### config.mk
export PLATFORM = sky130hd
export DESIGN_NAME = dlt_timers
export DESIGN_NICKNAME = d
export VERILOG_FILES = /design/src/core/dlt_pkg.sv /design/src/core/dlt_sync_edge.sv /design/src/core/dlt_timers.sv
export SDC_FILE = /design/constraint.sdc
export NUM_CORES = 1
export LEC_CHECK = 0
export BUFFER_PORTS_ARGS = -buffer_cell sky130_fd_sc_hd__buf_2
export CORE_ASPECT_RATIO = 0.6
export CORE_MARGIN = 3
export CORE_UTILIZATION = 56
export CTS_CLUSTER_DIAMETER = 60
export DETAILED_ROUTE_END_ITERATION = 10
export MAX_ROUTING_LAYER = met4
export PLACE_DENSITY = 0.81
export SLEW_MARGIN = 40
export SYNTH_ARGS = -nofsm -noshare
export SYNTH_HDL_FRONTEND = slang
export SYNTH_HIERARCHICAL = 1
export SYNTH_SLANG_ARGS = --single-unit
### constraint.sdc
create_clock -name clk -period 3 [get_ports clk]
set_clock_uncertainty 0.15 [all_clocks]
set_input_delay 0.6 -clock clk [delete_from_list [all_inputs] [get_ports clk]]
set_output_delay 0.6 -clock clk [all_outputs]
set_load 0.005 [all_outputs]
### src/core/dlt_pkg.sv
// Shared constants for the dual legacy counter/timer block.
// Assumes a single system clock; all timing is expressed in its cycles.
package dlt_pkg;
  localparam int MODE_W = 2;
  localparam logic [1:0] MODE_13 = 2'h0;
  localparam logic [1:0] MODE_16 = 2'h1;
  localparam logic [1:0] MODE_RELOAD = 2'h2;
  localparam logic [1:0] MODE_SPLIT = 2'h3;
  localparam int SCALE_W = 2;
  localparam logic [1:0] SCALE_0 = 2'h0;
  localparam logic [1:0] SCALE_1 = 2'h1;
  localparam logic [1:0] SCALE_2 = 2'h2;
  localparam int BYTE_W = 8;
  localparam int LOW13_W = 5;
  localparam int CNT13_W = 13;
  localparam int CNT16_W = 16;
  localparam int PRE_CNT_W = 8;
  localparam logic [7:0] BYTE_RESET = 8'h00;
endpackage

### src/core/dlt_sync_edge.sv
// Pin synchroniser with falling-edge detector.
// Assumes the pin is asynchronous to clk and holds each level two cycles or more.
`timescale 1ns/1ps
module dlt_sync_edge (
  input wire logic clk,
  input wire logic rst_b,
  input wire logic pin,
  output logic level,
  output logic fall
);
  logic s1_reg;
  logic s2_reg;
  logic s3_reg;
  logic lvl_reg;
  logic lvl_next;
  logic fall_reg;
  logic fall_next;

  // A change counts only once two later stages agree, filtering a late-settling first stage
  always_comb begin
    lvl_next = lvl_reg;
    if (s2_reg == s3_reg) begin
      lvl_next = s3_reg;
    end
    fall_next = lvl_reg & ~lvl_next;
  end

  always_ff @(posedge clk or negedge rst_b) begin
    if (!rst_b) begin
      s1_reg <= 1'b1;
      s2_reg <= 1'b1;
      s3_reg <= 1'b1;
      lvl_reg <= 1'b1;
      fall_reg <= 1'b0;
    end else begin
      s1_reg <= pin;
      s2_reg <= s1_reg;
      s3_reg <= s2_reg;
      lvl_reg <= lvl_next;
      fall_reg <= fall_next;
    end
  end

  assign level = lvl_reg;
  assign fall = fall_reg;
endmodule

### src/core/dlt_timers.sv
// Two 16-bit counter/timers with 13-bit, 16-bit and 8-bit reload modes; split mode on timer A only, timer B halts in it.
// Assumes control bits come from software registers on clk; pins are asynchronous.
`timescale 1ns/1ps
module dlt_timers #(
  parameter int PRE_DIV0 = 12,
  parameter int PRE_DIV1 = 4,
  parameter int PRE_DIV2 = 48,
  parameter int PRE_DIV3 = 8
) (
  input wire logic clk,
  input wire logic rst_b,
  input wire logic [dlt_pkg::MODE_W-1:0] timer_a_mode,
  input wire logic [dlt_pkg::MODE_W-1:0] timer_b_mode,
  input wire logic timer_a_counter_select,
  input wire logic timer_b_counter_select,
  input wire logic timer_a_gate_bit,
  input wire logic timer_b_gate_bit,
  input wire logic timer_a_run_bit,
  input wire logic timer_b_run_bit,
  input wire logic timer_a_sysclk_select,
  input wire logic timer_b_sysclk_select,
  input wire logic [dlt_pkg::SCALE_W-1:0] clock_scale_field,
  input wire logic gate_a_polarity,
  input wire logic gate_b_polarity,
  input wire logic timer_a_irq_enable,
  input wire logic timer_b_irq_enable,
  input wire logic count_pin_a,
  input wire logic count_pin_b,
  input wire logic gate_input_a,
  input wire logic gate_input_b,
  input wire logic [dlt_pkg::BYTE_W-1:0] wr_data,
  input wire logic wr_a_low,
  input wire logic wr_a_high,
  input wire logic wr_b_low,
  input wire logic wr_b_high,
  input wire logic clr_a_flag,
  input wire logic clr_b_flag,
  output logic [dlt_pkg::BYTE_W-1:0] timer_a_low_byte,
  output logic [dlt_pkg::BYTE_W-1:0] timer_a_high_byte,
  output logic [dlt_pkg::BYTE_W-1:0] timer_b_low_byte,
  output logic [dlt_pkg::BYTE_W-1:0] timer_b_high_byte,
  output logic timer_a_overflow_flag,
  output logic timer_b_overflow_flag,
  output logic timer_a_irq,
  output logic timer_b_irq,
  output logic timer_b_overflow_pulse
);
  import dlt_pkg::*;

  // One count step; returns {overflow, high, low}
  function automatic logic [CNT16_W:0] cnt_step(input logic [MODE_W-1:0] mode, input logic [BYTE_W-1:0] lo,
                                                input logic [BYTE_W-1:0] hi, input logic inc);
    logic [CNT13_W:0] c13;
    logic [CNT16_W:0] c16;
    logic [BYTE_W:0] c8;
    logic [CNT16_W:0] r;
    c13 = {1'b0, hi, lo[LOW13_W-1:0]} + {{CNT13_W{1'b0}}, 1'b1};
    c16 = {1'b0, hi, lo} + {{CNT16_W{1'b0}}, 1'b1};
    c8 = {1'b0, lo} + {{BYTE_W{1'b0}}, 1'b1};
    r = {1'b0, hi, lo};
    if (inc) begin
      case (mode)
        // Upper low-byte bits are left as they are; software masks them
        MODE_13: r = {c13[CNT13_W], c13[CNT13_W-1:LOW13_W], lo[BYTE_W-1:LOW13_W], c13[LOW13_W-1:0]};
        MODE_16: r = c16;
        MODE_RELOAD: r = {c8[BYTE_W], hi, c8[BYTE_W] ? hi : c8[BYTE_W-1:0]};
        default: r = {c8[BYTE_W], hi, c8[BYTE_W-1:0]};
      endcase
    end
    return r;
  endfunction

  logic lvl_cnt_a;
  logic lvl_cnt_b;
  logic fall_a;
  logic fall_b;
  logic gate_lvl_a;
  logic gate_lvl_b;

  dlt_sync_edge u_cnt_a (.clk(clk), .rst_b(rst_b), .pin(count_pin_a), .level(lvl_cnt_a), .fall(fall_a));
  dlt_sync_edge u_cnt_b (.clk(clk), .rst_b(rst_b), .pin(count_pin_b), .level(lvl_cnt_b), .fall(fall_b));
  dlt_sync_edge u_gate_a (.clk(clk), .rst_b(rst_b), .pin(gate_input_a), .level(gate_lvl_a), .fall());
  dlt_sync_edge u_gate_b (.clk(clk), .rst_b(rst_b), .pin(gate_input_b), .level(gate_lvl_b), .fall());

  // Prescaler: a one-cycle enable instead of a derived clock avoids a second domain
  logic [PRE_CNT_W-1:0] pre_cnt_reg;
  logic [PRE_CNT_W-1:0] pre_cnt_next;
  logic [PRE_CNT_W-1:0] pre_last;
  logic pre_tick;

  always_comb begin
    case (clock_scale_field)
      SCALE_0: pre_last = PRE_CNT_W'(PRE_DIV0 - 1);
      SCALE_1: pre_last = PRE_CNT_W'(PRE_DIV1 - 1);
      SCALE_2: pre_last = PRE_CNT_W'(PRE_DIV2 - 1);
      default: pre_last = PRE_CNT_W'(PRE_DIV3 - 1);
    endcase
    // A scale change mid-period finishes early rather than running to wrap
    pre_tick = (pre_cnt_reg >= pre_last);
    pre_cnt_next = pre_tick ? '0 : pre_cnt_reg + {{(PRE_CNT_W-1){1'b0}}, 1'b1};
  end

  always_ff @(posedge clk or negedge rst_b) begin
    if (!rst_b) begin
      pre_cnt_reg <= '0;
    end else begin
      pre_cnt_reg <= pre_cnt_next;
    end
  end

  logic [BYTE_W-1:0] a_lo_reg;
  logic [BYTE_W-1:0] a_hi_reg;
  logic [BYTE_W-1:0] b_lo_reg;
  logic [BYTE_W-1:0] b_hi_reg;
  logic a_flag_reg;
  logic b_flag_reg;
  logic b_pulse_reg;
  logic [BYTE_W-1:0] a_lo_next;
  logic [BYTE_W-1:0] a_hi_next;
  logic [BYTE_W-1:0] b_lo_next;
  logic [BYTE_W-1:0] b_hi_next;
  logic a_flag_next;
  logic b_flag_next;
  logic b_pulse_next;
  logic tick_int_a;
  logic tick_int_b;
  logic split;
  logic gate_ok_a;
  logic gate_ok_b;
  logic inc_a;
  logic inc_a_hi;
  logic inc_b;
  logic [CNT16_W:0] step_a;
  logic [CNT16_W:0] step_b;
  logic [BYTE_W:0] a_hi_sum;
  logic a_hi_ovf;

  always_comb begin
    tick_int_a = timer_a_sysclk_select | pre_tick;
    tick_int_b = timer_b_sysclk_select | pre_tick;
    split = (timer_a_mode == MODE_SPLIT);
    gate_ok_a = ~timer_a_gate_bit | (gate_lvl_a == gate_a_polarity);
    gate_ok_b = ~timer_b_gate_bit | (gate_lvl_b == gate_b_polarity);
    inc_a = timer_a_run_bit & gate_ok_a & (timer_a_counter_select ? fall_a : tick_int_a);
    inc_a_hi = split & timer_b_run_bit & tick_int_a;
    if (timer_b_mode == MODE_SPLIT) begin
      inc_b = 1'b0;
    end else if (split) begin
      inc_b = tick_int_b;
    end else begin
      inc_b = timer_b_run_bit & gate_ok_b & (timer_b_counter_select ? fall_b : tick_int_b);
    end
    step_a = cnt_step(timer_a_mode, a_lo_reg, a_hi_reg, inc_a);
    step_b = cnt_step(timer_b_mode, b_lo_reg, b_hi_reg, inc_b);
    a_hi_sum = {1'b0, a_hi_reg} + {{BYTE_W{1'b0}}, 1'b1};
    a_hi_ovf = inc_a_hi & a_hi_sum[BYTE_W];

    // Software byte writes take priority over a count in the same cycle
    a_lo_next = wr_a_low ? wr_data : step_a[BYTE_W-1:0];
    if (wr_a_high) begin
      a_hi_next = wr_data;
    end else if (split) begin
      a_hi_next = inc_a_hi ? a_hi_sum[BYTE_W-1:0] : a_hi_reg;
    end else begin
      a_hi_next = step_a[CNT16_W-1:BYTE_W];
    end
    b_lo_next = wr_b_low ? wr_data : step_b[BYTE_W-1:0];
    b_hi_next = wr_b_high ? wr_data : step_b[CNT16_W-1:BYTE_W];

    // Hardware set wins over a clear in the same cycle
    a_flag_next = step_a[CNT16_W] | (a_flag_reg & ~clr_a_flag);
    b_flag_next = (split ? a_hi_ovf : step_b[CNT16_W]) | (b_flag_reg & ~clr_b_flag);
    b_pulse_next = step_b[CNT16_W];
  end

  always_ff @(posedge clk or negedge rst_b) begin
    if (!rst_b) begin
      a_lo_reg <= BYTE_RESET;
      a_hi_reg <= BYTE_RESET;
      b_lo_reg <= BYTE_RESET;
      b_hi_reg <= BYTE_RESET;
      a_flag_reg <= 1'b0;
      b_flag_reg <= 1'b0;
      b_pulse_reg <= 1'b0;
    end else begin
      a_lo_reg <= a_lo_next;
      a_hi_reg <= a_hi_next;
      b_lo_reg <= b_lo_next;
      b_hi_reg <= b_hi_next;
      a_flag_reg <= a_flag_next;
      b_flag_reg <= b_flag_next;
      b_pulse_reg <= b_pulse_next;
    end
  end

  assign timer_a_low_byte = a_lo_reg;
  assign timer_a_high_byte = a_hi_reg;
  assign timer_b_low_byte = b_lo_reg;
  assign timer_b_high_byte = b_hi_reg;
  assign timer_a_overflow_flag = a_flag_reg;
  assign timer_b_overflow_flag = b_flag_reg;
  assign timer_a_irq = a_flag_reg & timer_a_irq_enable;
  assign timer_b_irq = b_flag_reg & timer_b_irq_enable;
  assign timer_b_overflow_pulse = b_pulse_reg;
endmodule

==> metrics.cfg, run 1 <==
[clocking]
postCtsHoldBufs = 0
postCtsSetupBuffers = 0
clockRootBuffer = clkbuf_8
clk_pin_slew_ns = 0.07
cts_repair_resize_count = 0
cts_inserted_buffers = 9
clk_latency_ns = 0.35
h-tree-depth = 3
cts_tree = yes
clockBufferDepth = 2
cts.sinks = 61

[routing]
drc = 0
dr.pass1.iters = 5
drt-total-wl_mm = 10.3
drtAntennaViolNets = 0
wire_per_inst_um = 18.2
viasPerCell = 6.21
drtIter0Drc = 295
vias = 3511

[logic_synthesis]
synth_area_um2 = 3770
synthCells = 399
syn_avg_cell_area_um2 = 9.45
synth.yosys.warnings = 6
syn-num-nets = 444

[timing]
timing.fmax_mhz = 382
rsz0062_at_grt = no
tightest_slew_ns = 0.632
holdWs_ns = 0.0540
max_slew_margin_pct = 57.6
report.final.slew_viol_count = 0
setup_viol = 0
hold_viol_final = 0
worst_slack_ns = 0.384
period_share_pct = 87.2
tns_ns = 0
min_period_ns = 2.62

[setup_path]
cp-startpoint = pre_cnt_reg[2]$_DFF_PN0_
slowest_stage = dfrtp_1
max_stage_delay_ns = 0.42
cp_num_buf_inv = 1
worstSetupEndpointType = flop
crit_chain = ha_1 > a21oi_2 > o211ai_4 > buf_4 > o311ai_2 > o21ai_1 > a211oi_1 > a221oi_1
cp_max_fo = 9
r2r-start = pre_cnt_reg[2]$_DFF_PN0_
cp.required_ns = 3.06
worstSetupStartpointType = flop
critical_path_class = flop to flop
worstPathArrival_ns = 2.67
cpLargestDelayFamily = compound AO/OA/AOI/OAI gates

[floorplan]
die_x_um = 112
dieArea_um2 = 7790
fp-row-count = 22
boundaryPins = 75
die_h_um = 69.6
start_util_pct = 59.8
coreArea_um2 = 6300

[global_route]
antenna_found_initial = 0
grt_pass1_wl_mm = 16.9
grtUsageTotal_pct = 28.1
overflow = 0
grt_max_degree = 31
grt_pass1_vias = 3260

[layout]
drive_above_1_share_pct = 28.7
final_common_cell = buf_2
final_cell_mix = buf_2, dfrtp_1, nand2_1, nor2_1, o21ai_0
final_util_pct = 71.3
area_delta_synth_final_pct = 19.1
diodes = 0
finalNonFillerCells = 565
fin_area_um2 = 4490
fin_nets = 521

[power]
power_mw = 2.31
p_leak_nw = 1.97
powerDensity_nw_per_um2 = 515
ir_drop_uv = 446

[place]
post_dp_cell_area_um2 = 4240
dp_hpwl_mm = 7.80
placed_cells = 549
place_ws_ns = 0.117
portBuffers = 74
gp_congestion = 0.939

[min_path]
hold_path_class = input pin to async pin

[outcome]
status = finished clean

[job]
drv_cap = 0

==> metal layers <==
layer,part of all wire [%],GRT usage [%],vias to the layer above
li1,-,-,1621
met1,46,41.1,1656
met2,41,36.4,214
met3,12,10.4,20
met4,1.7,7.47,0
met5,0,-,-
==> path summary, 6_finish.rpt <==
check / endpoint / slack (ns) / cells past startpoint
setup / recovery: timer_a_high_byte[1]$_DFFE_PN0P_ / 0.38 / 8
hold / removal: timer_a_high_byte[2]$_DFFE_PN0P_ / 0.05 / 1
setup reg to reg: timer_a_high_byte[1]$_DFFE_PN0P_ / 0.38 / 8
hold reg to reg: u_cnt_b/s2_reg$_DFF_PN1_ / 0.21 / 0
max in group asynchronous: u_cnt_a/s1_reg$_DFF_PN1_ / 1.99 / 2
min in group clk: u_gate_a/s1_reg$_DFF_PN1_ / 0.19 / 1
==> report_power, final <==
part / internal [mW] / total, mW / switching [mW]
clock: 0.572 / 0.909 / 0.337
combinational: 0.176 / 0.404 / 0.229
sequential: 0.899 / 0.999 / 0.100
==> worst register-to-register path: stages, from the launching register on <==
cell and delay [ns]:
dfrtp_1 0.42, ha_1 0.30, a21oi_2 0.26, o211ai_4 0.13, buf_4 0.19, o311ai_2 0.33
o21ai_1 0.32, a211oi_1 0.30, a221oi_1 0.08
==> layout make-up <==
type                    instances  area [µm²]
clock buffers                  10         138
clock inverters                 6         110
fillers                       509        1810
well taps                      84         105
multi-input cells             310        2110
repair buffers                 80         428
flip-flops and latches         61        1550
inverters                      14        52.6
Note: power is estimated with default switching activity, not from simulation.
==> run 2: changes to the inputs <==
- CORE_MARGIN: 3 -> 4
- GPL_TIMING_DRIVEN: default -> 0
- clock period: 3 -> 2.6 ns (I/O delays scaled with it)
==> metrics.cfg, run 2 (same netlist as run 1, synthesis figures left out) <==
[clocking]
clk_latency_ns = 0.34  ; was 0.35 ns
clockRootBuffer = clkbuf_16  ; was clkbuf_8
h-tree-depth = 3  ; unchanged
cts_inserted_buffers = 9  ; unchanged
cts.sinks = 61  ; unchanged
clk_pin_slew_ns = 0.05  ; was 0.07 ns
clockBufferDepth = 2  ; unchanged
cts_tree = yes  ; unchanged

[layout]
final_cell_mix = buf_2, dfrtp_1, nand2_1, nor2_1, o21ai_0  ; unchanged
area_delta_synth_final_pct = 22.6  ; was 19.1%
fin_area_um2 = 4630  ; was 4490 µm²
final_common_cell = buf_2  ; unchanged
final_util_pct = 73.1  ; was 71.3%
fin_nets = 532  ; was 521
diodes = 0  ; unchanged
drive_above_1_share_pct = 29.1  ; was 28.7%
finalNonFillerCells = 576  ; was 565

[timing]
timing.fmax_mhz = 397  ; was 382 MHz
hold_viol_final = 0  ; unchanged
worst_slack_ns = 0.0825  ; was 0.384 ns
period_share_pct = 96.8  ; was 87.2%
min_period_ns = 2.52  ; was 2.62 ns
holdWs_ns = 0.00330  ; was 0.0540 ns
tightest_slew_ns = 0.569  ; was 0.632 ns
max_slew_margin_pct = 62.1  ; was 57.6%
tns_ns = 0  ; unchanged
setup_viol = 0  ; unchanged
report.final.slew_viol_count = 0  ; unchanged

[place]
gp_congestion = 0.972  ; was 0.939
post_dp_cell_area_um2 = 4250  ; was 4240 µm²
place_ws_ns = -0.340  ; was 0.117 ns
dp_hpwl_mm = 8.22  ; was 7.80 mm
portBuffers = 73  ; was 74
placed_cells = 556  ; was 549

[setup_path]
max_stage_delay_ns = 0.41  ; was 0.42 ns
cp_num_buf_inv = 0  ; was 1
cp_max_fo = 6  ; was 9
cpLargestDelayFamily = compound AO/OA/AOI/OAI gates  ; unchanged
cp.required_ns = 2.66  ; was 3.06 ns
crit_chain = ha_1 > nand2_1 > o211ai_4 > o31ai_4 > a221o_1 > a221oi_1 > nor3_1  ; was ha_1 > a21oi_2 > o211ai_4 > buf_4 > o311ai_2 > o21ai_1 > a211oi_1 > a221oi_1
worstPathArrival_ns = 2.57  ; was 2.67 ns
critical_path_class = flop to flop  ; unchanged
slowest_stage = ha_1  ; was dfrtp_1
worstSetupEndpointType = flop  ; unchanged
worstSetupStartpointType = flop  ; unchanged

[floorplan]
dieArea_um2 = 8160  ; was 7790 µm²
die_x_um = 114  ; was 112 µm
fp-row-count = 22  ; unchanged
coreArea_um2 = 6330  ; was 6300 µm²
start_util_pct = 59.6  ; was 59.8%
die_h_um = 71.6  ; was 69.6 µm
boundaryPins = 75  ; unchanged

[power]
power_mw = 2.93  ; was 2.31 mW
p_leak_nw = 2.01  ; was 1.97 nW
ir_drop_uv = 599  ; was 446 µV
powerDensity_nw_per_um2 = 632  ; was 515 nW/µm²

[routing]
vias = 3709  ; was 3511
drtAntennaViolNets = 0  ; unchanged
wire_per_inst_um = 19.3  ; was 18.2 µm
dr.pass1.iters = 5  ; unchanged
viasPerCell = 6.44  ; was 6.21
drtIter0Drc = 483  ; was 295
drt-total-wl_mm = 11.1  ; was 10.3 mm
drc = 0  ; unchanged

[outcome]
status = finished clean  ; unchanged

[job]
drv_cap = 0  ; unchanged

[global_route]
grt_use_met1_pct = 42.2  ; was 41.1%
grt_pass1_wl_mm = 18.1  ; was 16.9 mm
grtUsageMet3_pct = 8.44  ; was 10.4%
grt_pass1_vias = 3528  ; was 3260
grt_max_degree = 62  ; was 31
busiest_layer = met1  ; unchanged
grtUsageTotal_pct = 29.4  ; was 28.1%
antenna_found_initial = 0  ; unchanged
grt_use_met2_pct = 39.9  ; was 36.4%
overflow = 0  ; unchanged

[min_path]
hold_path_class = input pin to async pin  ; unchanged

run 2: final timing paths:
path,startpoint,endpoint,slack [ns],cells past startpoint
hold reg to reg,u_cnt_a/s1_reg$_DFF_PN1_,u_cnt_a/s2_reg$_DFF_PN1_,0.20,0
hold / removal,rst_b,pre_cnt_reg[4]$_DFF_PN0_,0.003,1
max in group asynchronous,rst_b,u_cnt_a/s1_reg$_DFF_PN1_,1.91,1
setup / recovery,pre_cnt_reg[5]$_DFF_PN0_,timer_a_high_byte[0]$_DFFE_PN0P_,0.08,7
min in group clk,gate_input_a,u_gate_a/s1_reg$_DFF_PN1_,0.13,1
setup reg to reg,pre_cnt_reg[5]$_DFF_PN0_,timer_a_high_byte[0]$_DFFE_PN0P_,0.08,7
run 2: what timing repair did:
| action | CTS | global route |
|---|---|---|
| resized for setup | 1 | 7 |
| gates cloned | 0 | 0 |
| pin swaps | 0 | 3 |
| buffers inserted | 0 | 4 |
| hold buffers | 0 | 0 |
| setup endpoints to repair | 2 | 16 |
run 2: metal layers:
layer / part of all wire, % / vias to the layer above
met5: 0 / -
met4: 1.7 / 0
li1: - / 1645
met3: 11 / 21
met1: 45 / 1797
met2: 42 / 246
run 2: power by group:
| group | switching, mW | total, mW | internal (mW) |
|---|---|---|---|
| clock | 0.445 | 1.28 | 0.836 |
| combinational | 0.286 | 0.494 | 0.208 |
| sequential | 0.111 | 1.15 | 1.04 |
| total | 0.842 | 2.93 | 2.08 |
run 2: area by class of cell:
cell class                      instances  area, µm²
Tap cell                               84        105
Sequential cell                        61       1550
Buffer                                 14       63.8
Fill cell                             483       1710
Multi-Input combinational cell        310       2140
Clock buffer                           10        229
Timing Repair Buffer                   77        402
Inverter                               14       52.6
Clock inverter                          6       87.6
run 2: worst reg2reg max path: cells and delay by family, from the launching register on:
kind / cells / cell delay, ns
AO/OA/AOI/OAI: 4 / 1.16
adder cells (fa/ha/maj): 1 / 0.41
flip-flops: 1 / 0.40
AND/OR/NAND/NOR: 2 / 0.26
==> run 3: changes to the inputs <==
- CORE_UTILIZATION: 56 -> 45
- PLACE_DENSITY: 0.81 -> 0.67
==> metrics.cfg, run 3 (same netlist as run 1, synthesis figures left out) <==
[clocking]
cts_tree = yes  ; unchanged
cts.sinks = 61  ; unchanged
cts_inserted_buffers = 9  ; unchanged
clk_pin_slew_ns = 0.05  ; about the same
clk_latency_ns = 0.33  ; was 0.34 ns
clockRootBuffer = clkbuf_16  ; unchanged
clockBufferDepth = 2  ; unchanged
h-tree-depth = 3  ; unchanged

[setup_path]
slowest_stage = ha_1  ; unchanged
cp_max_fo = 7  ; was 6
worstPathArrival_ns = 2.59  ; was 2.57 ns
max_stage_delay_ns = 0.40  ; was 0.41 ns
endpoint = timer_a_high_byte[0]$_DFFE_PN0P_  ; unchanged
cp.required_ns = 2.65  ; was 2.66 ns
cpLargestDelayFamily = compound AO/OA/AOI/OAI gates  ; unchanged
worst-r2r-setup-slack_ns = 0.09  ; was 0.08 ns
worstSetupStartpointType = input pin  ; was flop
crit_chain = buf_2 > nand2b_1 > ha_1 > nand2_1 > o211ai_4 > o31ai_4 > a221o_1 > a221oi_2 > nor3_1  ; was ha_1 > nand2_1 > o211ai_4 > o31ai_4 > a221o_1 > a221oi_1 > nor3_1
cp.depth = 9  ; was 7
reg2reg_depth = 7  ; unchanged
worstSetupEndpointType = flop  ; unchanged
r2r-start = pre_cnt_reg[5]$_DFF_PN0_  ; unchanged
critical_path_class = input pin to flop  ; was flop to flop
reg2reg_to = timer_a_high_byte[0]$_DFFE_PN0P_  ; unchanged
cp-startpoint = clock_scale_field[0]  ; was pre_cnt_reg[5]$_DFF_PN0_
cp_num_buf_inv = 1  ; was 0

[global_route]
grtUsageTotal_pct = 22.7  ; was 29.4%
grt_pass1_wl_mm = 17.4  ; was 18.1 mm
overflow = 0  ; unchanged
grt_max_degree = 62  ; unchanged
antenna_found_initial = 0  ; unchanged
grt_pass1_vias = 3280  ; was 3528

[power]
ir_drop_uv = 400  ; was 599 µV
p_leak_nw = 2.02  ; was 2.01 nW
power_mw = 2.91  ; was 2.93 mW
powerDensity_nw_per_um2 = 624  ; was 632 nW/µm²

[timing]
setup_viol = 0  ; unchanged
tightest_slew_ns = 0.575  ; was 0.569 ns
rsz0062_at_grt = yes
timing.fmax_mhz = 393  ; was 397 MHz
period_share_pct = 97.7  ; was 96.8%
min_period_ns = 2.54  ; was 2.52 ns
max_slew_margin_pct = 61.7  ; was 62.1%
report.final.slew_viol_count = 0  ; unchanged
hold_viol_final = 0  ; unchanged

[floorplan]
boundaryPins = 75  ; unchanged
die_h_um = 78.9  ; was 71.6 µm
start_util_pct = 47.1  ; was 59.6%
coreArea_um2 = 8010  ; was 6330 µm²
die_x_um = 126  ; was 114 µm
dieArea_um2 = 9960  ; was 8160 µm²
fp-row-count = 25  ; was 22

[min_path]
hold_path_class = input pin to async pin  ; unchanged

[place]
portBuffers = 73  ; unchanged
post_dp_cell_area_um2 = 4280  ; was 4250 µm²
dp_hpwl_mm = 7.95  ; was 8.22 mm
gp_congestion = 0.945  ; was 0.972

[layout]
fillers = 739  ; was 483
final_util_pct = 58.2  ; was 73.1%
final_common_cell = buf_2  ; unchanged
diodes = 0  ; unchanged
fin_nets = 530  ; was 532
final_cell_mix = buf_2, dfrtp_1, nand2_1, nor2_1, o21ai_0  ; unchanged
drive_above_1_share_pct = 28.8  ; was 29.1%
area_delta_synth_final_pct = 23.6  ; was 22.6%
fin_area_um2 = 4660  ; was 4630 µm²

[routing]
viasPerCell = 5.85  ; was 6.44
drt-total-wl_mm = 10.5  ; was 11.1 mm
drtIter0Drc = 283  ; was 483
vias = 3500  ; was 3709
drc = 0  ; unchanged
wire_per_inst_um = 17.5  ; was 19.3 µm
dr.pass1.iters = 5  ; unchanged
drtAntennaViolNets = 0  ; unchanged

[job]
drv_cap = 0  ; unchanged

[outcome]
status = finished clean  ; unchanged

==> run 3: power breakdown <==
part           leakage [nW]  switching, mW  internal [mW]  total (mW)
registers             0.728          0.111           1.04        1.15
logic                  1.13          0.275          0.206       0.481
clock network         0.161          0.405          0.871        1.28
==> run 3: per-layer routing <==
metal,up-vias,wire [µm],global-route usage [%]
met5,-,0,-
met4,0,88,4.71
met3,10,1010,6.85
met2,158,4140,29.9
met1,1684,5240,34.1
li1,1648,-,-
==> run 3: area by class of cell <==
class | instances | area [µm²] | area share, %
clock inverters | 2 | 37.5 | 0.805
inverters | 14 | 52.6 | 1.13
plain buffers | 14 | 63.8 | 1.37
repair buffers | 75 | 387 | 8.29
flip-flops and latches | 61 | 1550 | 33.2
well taps | 108 | 135 | 2.90
clock buffers | 14 | 294 | 6.31
multi-input cells | 310 | 2150 | 46.0
==> run 3: metrics by stage <==
stage	setup WS (ns)	setup TNS [ns]	std cells	hold WS, ns
after floorplan	0.172	0	399	0.0744
after global placement	-0.381	-4.69	580	0.196
after detailed placement	-0.370	-5.29	580	0.197
after CTS	0.0189	0	596	0.130
after global routing	-0.0145	-0.0145	598	0.0673
final	0.0585	0	598	0.0194
==> run 3: timing repair <==
| item | 4_1_cts | 5_1_grt |
|---|---|---|
| buffers inserted | 0 | 2 |
| pin swaps | 0 | 3 |
| hold endpoints to repair | 0 | 0 |
| endpoints found under the setup margin | 1 | 16 |
| hold buffers | 0 | 0 |
| gates resized for setup | 1 | 6 |
==> run 3: worst min-delay path by stage <==
stage,startpoint,to,slack (ns),cells past startpoint
global placement,u_gate_a/s1_reg$_DFF_PN1_,u_gate_a/s2_reg$_DFF_PN1_,0.20,0
floorplan,rst_b,pre_cnt_reg[0]$_DFF_PN0_,0.07,0
global route,rst_b,timer_a_overflow_flag$_DFF_PN0_,0.07,1
CTS,gate_input_a,u_gate_a/s1_reg$_DFF_PN1_,0.13,1
finish,rst_b,pre_cnt_reg[3]$_DFF_PN0_,0.02,1
detailed placement,u_cnt_a/s1_reg$_DFF_PN1_,u_cnt_a/s2_reg$_DFF_PN1_,0.20,0
